`config.mk`:
```
export PLATFORM = sky130hd
export DESIGN_NAME = ucaid_top
export DESIGN_NICKNAME = d
export VERILOG_FILES = /design/src/verilog/ucaid_pkg.sv /design/src/verilog/ucaid_baud.sv /design/src/verilog/ucaid_rx_filter.sv /design/src/verilog/ucaid_top.sv
export VERILOG_INCLUDE_DIRS = /design/src /design/src/verilog
export SDC_FILE = /design/constraint.sdc
export NUM_CORES = 1
export LEC_CHECK = 0
export BUFFER_PORTS_ARGS = -buffer_cell sky130_fd_sc_hd__buf_4
export CAP_MARGIN = 20
export CORE_UTILIZATION = 45
export CTS_BUF_LIST = sky130_fd_sc_hd__clkbuf_2 sky130_fd_sc_hd__clkbuf_4 sky130_fd_sc_hd__clkbuf_8
export CTS_CLUSTER_SIZE = 20
export DETAILED_ROUTE_END_ITERATION = 8
export PLACE_DENSITY = 0.74
export SLEW_MARGIN = 10
export SYNTH_ARGS = -nofsm -noshare
export SYNTH_HDL_FRONTEND = slang
export SYNTH_SLANG_ARGS = --single-unit
```
`constraint.sdc`:
```
create_clock -name clock -period 5.5 [get_ports clock]
set_input_delay 0.275 -clock clock [delete_from_list [all_inputs] [get_ports clock]]
set_output_delay 0.275 -clock clock [all_outputs]
set_load 0.02 [all_outputs]
```
`src/verilog/ucaid_defines.svh`:
```
// Register map, reset values and baud constants of the UART control block
`ifndef UCAID_DEFINES_SVH
`define UCAID_DEFINES_SVH

`define UCAID_ADDR_W 8
`define UCAID_DATA_W 32

`define UCAID_OFF_CTRL 8'h00
`define UCAID_OFF_CFG 8'h04
`define UCAID_OFF_DIV 8'h08
`define UCAID_OFF_STAT 8'h0C
`define UCAID_OFF_MASK 8'h10
`define UCAID_OFF_RXD 8'h14
`define UCAID_OFF_FLAGS 8'h18

`define UCAID_CTRL_RST 6'h00
`define UCAID_CFG_RST 1'h0
`define UCAID_DIV_RST 8'h00
`define UCAID_STAT_RST 6'h00
`define UCAID_MASK_RST 6'h00

`define UCAID_LOW_MULT 7'h40
`define UCAID_HIGH_MULT 7'h10

`endif

```
`src/verilog/ucaid_pkg.sv`:
```
// Types shared by the UART control block
package ucaid_pkg;

   // Second control register, low six bits, msb first
   typedef struct packed {
      logic baud_high_speed_sel;
      logic address_detect_en;
      logic wake_en;
      logic rx_irq_en;
      logic tx_idle_irq_en;
      logic tx_empty_irq_en;
   } ucaid_ctrl_t;

   // Sticky event layout, shared by status and mask
   typedef struct packed {
      logic wake;
      logic addr_word;
      logic overrun;
      logic rx_avail;
      logic tx_idle;
      logic tx_empty;
   } ucaid_evt_t;

   typedef struct packed {
      logic rx_bit_nine;
      logic [7:0] data;
   } ucaid_word_t;

endpackage

```
`src/verilog/ucaid_baud.sv`:
```
// Bit-rate tick generator for the UART control block
`timescale 1ns/1ps
`include "ucaid_defines.svh"

module ucaid_baud #(
   parameter int DIV_W = 8
) (
   input wire logic clock,
   input wire logic nrst,
   input wire logic high_speed,
   input wire logic [DIV_W-1:0] divisor,
   input wire logic restart,
   output logic bit_tick
);
   localparam int CNT_W = DIV_W + 7;

   logic [CNT_W-1:0] count;
   logic [CNT_W-1:0] divp1;
   logic [CNT_W-1:0] mult;
   logic [CNT_W-1:0] limit;

   generate
      if (DIV_W < 1 || DIV_W > 16)
      begin : g_bad_width
         $error("ucaid_baud: DIV_W out of range");
      end
   endgenerate

   always_comb
   begin
      divp1 = CNT_W'(divisor) + CNT_W'(1);
      mult = high_speed ? CNT_W'(`UCAID_HIGH_MULT) : CNT_W'(`UCAID_LOW_MULT);
      limit = CNT_W'(divp1 * mult) - CNT_W'(1);
   end

   // Restart on new settings so a shortened period never waits a full wrap
   always_ff @(posedge clock or negedge nrst)
   begin
      if (!nrst)
         count <= '0;
      else if (restart || count >= limit)
         count <= '0;
      else
         count <= count + CNT_W'(1);
   end

   always_ff @(posedge clock or negedge nrst)
   begin
      if (!nrst)
         bit_tick <= 1'b0;
      else
         bit_tick <= !restart && count >= limit;
   end

   logic [CNT_W:0] gap;
   logic settled;
   always_ff @(posedge clock or negedge nrst)
   begin
      if (!nrst)
      begin
         gap <= '0;
         settled <= 1'b0;
      end
      else
      begin
         gap <= bit_tick ? (CNT_W+1)'(1) : gap + (CNT_W+1)'(1);
         settled <= restart ? 1'b0 : (bit_tick ? 1'b1 : settled);
      end
   end
endmodule

```
`src/verilog/ucaid_rx_filter.sv`:
```
// Address-detect filter on received words
`timescale 1ns/1ps

module ucaid_rx_filter (
   input wire logic clock,
   input wire logic nrst,
   input wire logic word_valid,
   input wire ucaid_pkg::ucaid_word_t word_in,
   input wire logic nine_bit_sel,
   input wire logic address_detect_en,
   output logic deliver_valid,
   output ucaid_pkg::ucaid_word_t deliver_word,
   output logic addr_pulse
);
   logic addr_bit;
   logic drop;

   always_comb
   begin
      addr_bit = nine_bit_sel ? word_in.rx_bit_nine : word_in.data[7];
      drop = address_detect_en && !addr_bit;
   end

   always_ff @(posedge clock or negedge nrst)
   begin
      if (!nrst)
      begin
         deliver_valid <= 1'b0;
         addr_pulse <= 1'b0;
      end
      else
      begin
         deliver_valid <= word_valid && !drop;
         addr_pulse <= word_valid && address_detect_en && addr_bit;
      end
   end

   // Eight-bit words carry no ninth bit, so it is forced low
   always_ff @(posedge clock or negedge nrst)
   begin
      if (!nrst)
         deliver_word <= '0;
      else if (word_valid && !drop)
      begin
         deliver_word.data <= word_in.data;
         deliver_word.rx_bit_nine <= nine_bit_sel && word_in.rx_bit_nine;
      end
   end
endmodule

```
`src/verilog/ucaid_top.sv`:
```
// UART second-control-register logic: baud select, address detect, wake-up, interrupts
//
// What this block does
// - The high-speed select bit and the divisor together set the bit rate, one meaning high and zero low speed.
// - One bit period lasts 64 times (divisor plus one) clocks at low speed and 16 times at high speed.
// - The nine-bit select picks 8-bit words when clear and 9-bit words when set, the ninth bit kept apart.
// - With address detect on, a word is an address when bit eight (8-bit mode) or bit nine (9-bit mode) is one.
// - With address detect, the receive interrupt enable and the addr_word mask bit on, every address word raises an interrupt request.
// - With address detect on, a word whose address bit is zero raises nothing and is thrown away.
// - With wake enabled in idle-zero or sleep, a falling edge on the receive pin wakes the device.
// - With wake disabled, no edge on the receive pin wakes the device.
// - With the idle enable and its mask bit set, the transmitter idle flag setting raises the request, else not.
// - With the empty enable and its mask bit set, the transmit-empty flag setting raises the request, else not.
`timescale 1ns/1ps
`include "ucaid_defines.svh"

module ucaid_top #(
   parameter int DIV_W = 8
) (
   input wire logic clock,
   input wire logic nrst,
   input wire logic psel,
   input wire logic penable,
   input wire logic pwrite,
   input wire logic [`UCAID_ADDR_W-1:0] paddr,
   input wire logic [`UCAID_DATA_W-1:0] pwdata,
   output logic [`UCAID_DATA_W-1:0] prdata,
   output logic pready,
   output logic pslverr,
   input wire logic rx_pin,
   input wire logic low_power_state,
   input wire logic rx_word_valid,
   input wire ucaid_pkg::ucaid_word_t rx_word,
   input wire logic rx_avail_flag,
   input wire logic overrun_flag,
   input wire logic tx_idle_flag,
   input wire logic tx_empty_flag,
   output logic baud_tick,
   output logic nine_bit_sel,
   output logic deliver_valid,
   output ucaid_pkg::ucaid_word_t deliver_word,
   output logic wake_req,
   output logic uart_irq
);
   localparam int EVT_W = $bits(ucaid_pkg::ucaid_evt_t);

   generate
      if (DIV_W != 8)
      begin : g_bad_div
         $error("ucaid_top: divisor register is one byte wide");
      end
   endgenerate

   ucaid_pkg::ucaid_ctrl_t uart_control_second;
   ucaid_pkg::ucaid_evt_t status;
   ucaid_pkg::ucaid_evt_t mask;
   ucaid_pkg::ucaid_evt_t events;
   ucaid_pkg::ucaid_evt_t enables;
   ucaid_pkg::ucaid_evt_t rd_clear;
   ucaid_pkg::ucaid_evt_t next_status;
   logic [DIV_W-1:0] baud_divisor;
   logic [3:0] flags_prev;
   logic [1:0] rx_sync;
   logic rx_last;
   logic rx_fall;
   logic addr_pulse;
   logic setup;
   logic access;
   logic wr;
   logic rd;
   logic mapped;
   logic baud_restart;
   logic [`UCAID_DATA_W-1:0] next_rdata;

   ////////////////////////////////////////////////////////////////////////////
   // APB slave, zero wait states; read data captured in the setup cycle

   always_comb
   begin
      setup = psel && !penable;
      access = psel && penable;
      wr = access && pwrite;
      rd = access && !pwrite;
      pready = access;
      mapped = paddr == `UCAID_OFF_CTRL || paddr == `UCAID_OFF_CFG || paddr == `UCAID_OFF_DIV
         || paddr == `UCAID_OFF_STAT || paddr == `UCAID_OFF_MASK || paddr == `UCAID_OFF_RXD
         || paddr == `UCAID_OFF_FLAGS;
      next_rdata = '0;
      unique case (paddr)
         `UCAID_OFF_CTRL: next_rdata = `UCAID_DATA_W'(uart_control_second);
         `UCAID_OFF_CFG: next_rdata = `UCAID_DATA_W'(nine_bit_sel);
         `UCAID_OFF_DIV: next_rdata = `UCAID_DATA_W'(baud_divisor);
         `UCAID_OFF_STAT: next_rdata = `UCAID_DATA_W'(status);
         `UCAID_OFF_MASK: next_rdata = `UCAID_DATA_W'(mask);
         `UCAID_OFF_RXD: next_rdata = `UCAID_DATA_W'(deliver_word);
         `UCAID_OFF_FLAGS: next_rdata = `UCAID_DATA_W'({tx_empty_flag, tx_idle_flag, overrun_flag, rx_avail_flag});
         default: next_rdata = '0;
      endcase
   end

   always_ff @(posedge clock or negedge nrst)
   begin
      if (!nrst)
      begin
         prdata <= '0;
         pslverr <= 1'b0;
      end
      else if (setup)
      begin
         prdata <= pwrite ? '0 : next_rdata;
         pslverr <= !mapped;
      end
   end

   always_ff @(posedge clock or negedge nrst)
   begin
      if (!nrst)
      begin
         uart_control_second <= `UCAID_CTRL_RST;
         nine_bit_sel <= `UCAID_CFG_RST;
         baud_divisor <= `UCAID_DIV_RST;
         mask <= `UCAID_MASK_RST;
      end
      else if (wr)
      begin
         if (paddr == `UCAID_OFF_CTRL)
            uart_control_second <= pwdata[EVT_W-1:0];
         if (paddr == `UCAID_OFF_CFG)
            nine_bit_sel <= pwdata[0];
         if (paddr == `UCAID_OFF_DIV)
            baud_divisor <= pwdata[DIV_W-1:0];
         if (paddr == `UCAID_OFF_MASK)
            mask <= pwdata[EVT_W-1:0];
      end
   end

   ////////////////////////////////////////////////////////////////////////////
   // Baud generator, restarted when its settings are rewritten

   assign baud_restart = wr && (paddr == `UCAID_OFF_DIV || paddr == `UCAID_OFF_CTRL);

   ucaid_baud #(
      .DIV_W(DIV_W)
   ) u_baud (
      .clock(clock),
      .nrst(nrst),
      .high_speed(uart_control_second.baud_high_speed_sel),
      .divisor(baud_divisor),
      .restart(baud_restart),
      .bit_tick(baud_tick)
   );

   ////////////////////////////////////////////////////////////////////////////
   // Address-detect filter

   ucaid_rx_filter u_filter (
      .clock(clock),
      .nrst(nrst),
      .word_valid(rx_word_valid),
      .word_in(rx_word),
      .nine_bit_sel(nine_bit_sel),
      .address_detect_en(uart_control_second.address_detect_en),
      .deliver_valid(deliver_valid),
      .deliver_word(deliver_word),
      .addr_pulse(addr_pulse)
   );

   ////////////////////////////////////////////////////////////////////////////
   // Receive pin wake-up; the pin is asynchronous, so two stages first

   always_ff @(posedge clock or negedge nrst)
   begin
      if (!nrst)
      begin
         rx_sync <= 2'h3;
         rx_last <= 1'b1;
      end
      else
      begin
         rx_sync <= {rx_sync[0], rx_pin};
         rx_last <= rx_sync[1];
      end
   end

   assign rx_fall = rx_last && !rx_sync[1];

   always_ff @(posedge clock or negedge nrst)
   begin
      if (!nrst)
         wake_req <= 1'b0;
      else
         wake_req <= rx_fall && low_power_state && uart_control_second.wake_en;
   end

   ////////////////////////////////////////////////////////////////////////////
   // Sticky events, cleared by reading status; a new set beats the clear

   always_ff @(posedge clock or negedge nrst)
   begin
      if (!nrst)
         flags_prev <= 4'h0;
      else
         flags_prev <= {overrun_flag, rx_avail_flag, tx_idle_flag, tx_empty_flag};
   end

   always_comb
   begin
      events.tx_empty = tx_empty_flag && !flags_prev[0];
      events.tx_idle = tx_idle_flag && !flags_prev[1];
      events.rx_avail = rx_avail_flag && !flags_prev[2];
      events.overrun = overrun_flag && !flags_prev[3];
      events.addr_word = addr_pulse;
      events.wake = wake_req;
      // Only bits that the read actually returned are cleared
      rd_clear = (rd && paddr == `UCAID_OFF_STAT) ? prdata[EVT_W-1:0] : '0;
      next_status = (status & ~rd_clear) | events;
   end

   always_ff @(posedge clock or negedge nrst)
   begin
      if (!nrst)
         status <= `UCAID_STAT_RST;
      else
         status <= next_status;
   end

   always_comb
   begin
      enables.tx_empty = uart_control_second.tx_empty_irq_en;
      enables.tx_idle = uart_control_second.tx_idle_irq_en;
      enables.rx_avail = uart_control_second.rx_irq_en;
      enables.overrun = uart_control_second.rx_irq_en;
      enables.addr_word = uart_control_second.rx_irq_en;
      enables.wake = uart_control_second.wake_en;
   end

   always_ff @(posedge clock or negedge nrst)
   begin
      if (!nrst)
         uart_irq <= 1'b0;
      else
         uart_irq <= |(next_status & enables & mask);
   end
endmodule

```
======== Word level (Yosys, flattened, before mapping) ========
Index checks and enable logic that the tools add are counted.
storage, ports and cells
  register bits after elaboration ......... 96
  output and inout port bits .............. 48
  input port bits ......................... 61
cells by class
  eq/ne operators ......................... 6
  add/subtract/negate cells ............... 3
  mux-type cells .......................... 6
  reductions and logical operators ........ 44
  bitwise operators ....................... 5
  magnitude comparators ................... 1
  multipliers ............................. 1
operators by type and width
  kind                     count
  $pmux W9 S7              1
  $mux W32                 1
  $eq A8 B5 Y1 const B     3
  $logic_and A1 B1 Y1      19
  $and A6 B6 Y6            3
  $eq A8 B4 Y1 const B     2
  $add A15 B1 Y15 const B  1
  $ge A15 B15 Y1           1
  $mul A15 B15 Y15         1
  $mux W15                 1
  $sub A15 B1 Y15 const B  1
  $logic_not A1 Y1         11
  $add A8 B1 Y9 const B    1
  $eq A8 B3 Y1 const B     1
  $logic_not A8 Y1         1
  $logic_or A1 B1 Y1       8
  $reduce_and A2 Y1        4
  $mux W7                  1
  $mux W6                  1
  $not A6 Y6               1
  $or A6 B6 Y6             1
  $reduce_or A6 Y1         1
  $mux W1                  1

======== Longest topological paths before layout ========
  depth in word-level cells ............... 10
  mapped depth ............................ 22
  mapped depth without buffers ............ 21

======== By module ========
From an unflattened synthesis, not the netlist that was laid out.
second synthesis, totals
  cells, all modules ...................... 455
  area, all modules ....................... 4655.7 µm²
by module, submodules not included
  module           cells an instance  instances  sequential area each (µm²)  area each (µm²)
  ucaid_top        211                1          1154.9                      2303.5
  ucaid_baud       212                1          400.4                       1914.3
  ucaid_rx_filter  32                 1          275.3                       437.9

======== Worst setup path before layout ========
No wires, ideal clock.
  path kind ............................... register -> register
  from .................................... register uart_control_second[5] in the netlist's numbering
  to ...................................... register u_baud.count[10]
  path slack .............................. 1.007 ns
  arrival time ............................ 4.374 ns
  stages on the path, launching flop included .. 21
  library setup time ...................... 0.119 ns
  clock period less this slack ............ 4.493 ns
  path through ............................ dfrtp_1 clkbuf_1 clkbuf_1 nand2b_1 fa_1 ha_1 ha_1 ha_1 fa_1 a21o_1 a21oi_1 o21bai_1 a21oi_1 xor2_1 ha_1 nand2_1 nor2_1 nand2_1 o21ai_2 buf_6 nor2_2
between the ends
  cells in the longest elaborated chain, start to end .. 6
ends and longest elaborated chain
  what                      line              text
  start: declaration        ucaid_top.sv:54   ucaid_pkg::ucaid_ctrl_t uart_control_second;
  start signal: assignment  ucaid_top.sv:119  uart_control_second <= `UCAID_CTRL_RST;
  start signal: assignment  ucaid_top.sv:127  uart_control_second <= pwdata[EVT_W-1:0];
  $mux W7                   ucaid_baud.sv:32  mult = high_speed ? CNT_W'(`UCAID_HIGH_MULT) : CNT_W'(`UCAID_LOW_MULT);
  $mul A15 B15 Y15          ucaid_baud.sv:33  limit = CNT_W'(divp1 * mult) - CNT_W'(1);
  $sub A15 B1 Y15           ucaid_baud.sv:33
  $ge A15 B15 Y1            ucaid_baud.sv:41  else if (restart || count >= limit)
  $logic_or A1 B1 Y1        ucaid_baud.sv:41
  $mux W15                  ucaid_baud.sv:41
  end signal: assignment    ucaid_baud.sv:44  count <= count + CNT_W'(1);
  end: declaration          ucaid_baud.sv:17  logic [CNT_W-1:0] count;
No other way between the ends.
A chain may end at the register's enable or synchronous reset.

======== Worst setup path in the final report ========
  from .................................... register baud_divisor[0]
  to ...................................... register u_baud.count[14]
between the ends
  cells in the longest elaborated chain, start to end .. 6
ends and longest elaborated chain
  what                      line              text
  start: declaration        ucaid_top.sv:61   logic [DIV_W-1:0] baud_divisor;
  start signal: assignment  ucaid_top.sv:121  baud_divisor <= `UCAID_DIV_RST;
  start signal: assignment  ucaid_top.sv:131  baud_divisor <= pwdata[DIV_W-1:0];
  $add A8 B1 Y9             ucaid_baud.sv:31  divp1 = CNT_W'(divisor) + CNT_W'(1);
  $mul A15 B15 Y15          ucaid_baud.sv:33
  $sub A15 B1 Y15           ucaid_baud.sv:33
  $ge A15 B15 Y1            ucaid_baud.sv:41
  $logic_or A1 B1 Y1        ucaid_baud.sv:41
  $mux W15                  ucaid_baud.sv:41
No other way between the ends.

==> reports/results.ini <==
[setup_path]
worst_setup_path_start_kind = flip-flop
cp.arrival_ps = 5290
reg2reg_depth = 21
endpoint_kind = flip-flop
path_class = flip-flop to flip-flop
required_ps = 5740
critPathMaxFanout = 9
r2r_slack_ps = 440

[synthesis]
synthDistinctLibCells = 63
synth_edf_count = 0
synth_warnings = 0
async_flop_share_pct = 100
netlist_area_um2 = 4720
yosysSeqAreaShare_pct = 38.8
syn_avg_cell_area_um2 = 10.7
synth_cells = 440
ys_seq_elements = 73
synth-main-ff-cell = dfrtp_1

[placed_design]
port_buffers = 61
place.gp.congestion = 0.830
dpl.hpwl_um = 7240
place_ws_ps = 449

[hold_path]
hp-class = input port to async pin

[global_routing]
grt_use_total_pct = 18.9
antenna_found_initial = 0
first_global_vias = 3385
grt-ovfl-total = 0
grt_pass1_wl_um = 16200
grt_max_degree = 74

[cells_and_area]
area_growth_pct = 14.4
diodes = 0
final_layout_size_suffix_gt1_share_pct = 26.8
postLayoutCoreUtil_pct = 52.7
final_net_count = 608

[die]
die_y_um = 104
placeableCoreArea_um2 = 10200
num_rows = 37
start_util_pct = 46.1
die_w_um = 104
dieArea_um2 = 10900
io_pins = 109

[clock_network]
clk_pin_slew_ps = 90
worstSkewPairLatency_ps = 360
cts-root-buf = clkbuf_8
cts_max_path_buffers = 2
cts_tree = done
cts_resized = 0
htreeDepth = 3
clock_sinks = 73
cts_made_buffers = 9
cts_setup_buffers = 0
ctsHoldBuffers = 0

[power]
pwr_density_cell_nw_per_um2 = 245
peakVddDrop_mv = 0.214
p_leak_nw = 2.60

[route]
firstDrtPassIters = 6
antenna_left = 0
vias = 3347
drc = 2
drtIter0Drc = 171
viasPerCell = 5.21
wire_per_inst_um = 14.8
finalWirelength_um = 9540

[sta]
fin_ws_ps = 445
finalMaxSlewViolations = 0
tightest_slew_ps = 901
setup_viol = 0
hold_viol = 0
max_freq_mhz = 198
relSlewSlack_pct = 39.9
rsz0062_at_grt = no
fin_setup_tns_ps = 0
period_minus_slack_ps = 5060
finalCritPeriodShare_pct = 91.9
fin_skew_ps = 14.5

[status]
violations = design-rule violations
status = finished with violations

[job]
cap_violations = 0

[per-stage QoR]
stage                     cells  power (mW)  area [um^2]  hold slack (ps)
final                       643        1.32         5400             18.7
after global routing        643        1.40         5400             4.86
after CTS                   643        1.33         5390             11.3
after detailed placement    627       0.928         5200              347
after global placement      627       0.911         5200              346
after floorplan             462       0.842         4800            -20.6
[cells in the final DEF, fill, tap and decap left out, types with 4 or more instances in the layout]
master | synthesis | routed
dfrtp_1 | 70 | 70
buf_4 | 23 | 63
ha_1 | 39 | 39
nor2_1 | 30 | 30
nand2_1 | 26 | 26
mux2_2 | 25 | 25
conb_1 | 1 | 23
inv_1 | 18 | 18
xor2_1 | 16 | 16
a21oi_1 | 14 | 14
nand3_1 | 13 | 13
xnor2_1 | 13 | 13
nor2b_1 | 12 | 12
nor2_2 | 10 | 10
a22o_1 | 10 | 10
nand2b_1 | 9 | 9
clkbuf_8 | 0 | 9
and3_1 | 6 | 6
mux2_1 | 6 | 6
fa_1 | 6 | 6
and2_1 | 5 | 5
a21o_1 | 5 | 5
nor3_1 | 5 | 5
o21ai_0 | 5 | 5
a22oi_1 | 5 | 5
o211ai_1 | 4 | 4
mux2i_1 | 4 | 4
clkinv_4 | 0 | 4
[power breakdown]
part / leakage (nW) / switching (mW) / internal (mW)
logic: 1.58 / 0.172 / 0.130
clock network: 0.0919 / 0.231 / 0.171
registers: 0.932 / 0.0393 / 0.576
[cells in the mapped netlist (4+ instances only)]
master / count / area [um^2]
nand2b_1: 9 / 56.3
buf_4: 23 / 173
o21ai_0: 5 / 25.0
a22o_1: 10 / 87.6
ha_1: 39 / 488
nand2_1: 26 / 97.6
o211ai_1: 4 / 30.0
fa_1: 6 / 120
xor2_1: 16 / 140
buf_2: 4 / 20.0
mux2_2: 25 / 282
nor2_1: 30 / 113
clkbuf_1: 4 / 15.0
xnor2_1: 13 / 114
a21oi_1: 14 / 70.1
a21o_1: 5 / 37.5
a22oi_1: 5 / 37.5
nor3_1: 5 / 25.0
and3_1: 6 / 37.5
nor2b_1: 12 / 75.1
dfrtp_1: 70 / 1750
mux2i_1: 4 / 40.0
mux2_1: 6 / 67.6
nand3_1: 13 / 65.1
nor2_2: 10 / 62.6
and2_1: 5 / 31.3
inv_1: 18 / 67.6
[flip-flops by register name (all words and copies together) (netlist names), 2 cells and up]
register / count
u_baud.count: 15
baud_divisor: 8
rx_sync: 2
flags_prev: 4
u_filter.deliver_word: 9
status: 6
mask: 6
uart_control_second: 2
enables: 4
prdata: 9
[worst max-delay path: stages, from the launching register on]
cell and delay, ps:
dfrtp_1 460, ha_1 260, nand3_1 110, xor2_1 170
nand2b_1 170, fa_1 500, inv_1 40, ha_1 280
ha_1 340, ha_1 310, a21oi_1 140, nor2b_1 80
o31a_1 260, o41ai_1 330, xnor2_1 130, ha_1 300
nand2_1 70, nor2_1 230, nand2_1 160, o21ai_4 270
buf_4 240, nor2_1 60
[routing by layer]
layer / part of all wire [%] / GRT usage, %
met1: 47 / 25.6
met2: 46 / 29.7
met3: 4.6 / 4.32
met4: 1.8 / 6.53
met5: 0 / 0
[path summary, 6_finish.rpt]
path,endpoint,start
min in group clock,rx_sync[0],rx_pin
max in group asynchronous,u_baud.count[12],nrst
min reg2reg,rx_sync[1],rx_sync[0]
min,u_filter.deliver_word[2],nrst
max,u_baud.count[14],baud_divisor[0]
max reg2reg,u_baud.count[14],baud_divisor[0]
[cell families (layout without fill, tap and decap cells)]
kind of cell,Yosys count,count (layout),share of synthesized area [%]
adder cells (fa/ha/maj),45,45,12.9
buffers and inverters,52,97,6.55
flip-flops,73,73,38.8
AO/OA/AOI/OAI,58,58,9.05
XOR/XNOR,29,29,5.38
other,1,23,0.0795
multiplexers,39,39,10.2
AND/OR/NAND/NOR,143,143,17.0
[area by class of cell]
type / count / area [um^2]
Tap cell: 136 / 170
Clock inverter: 7 / 62.6
Timing Repair Buffer: 63 / 473
Multi-Input combinational cell: 337 / 2670
Clock buffer: 9 / 124
Inverter: 18 / 67.6
Fill cell: 900 / 4840
Sequential cell: 73 / 1830
(Power assumes the default switching activity.)
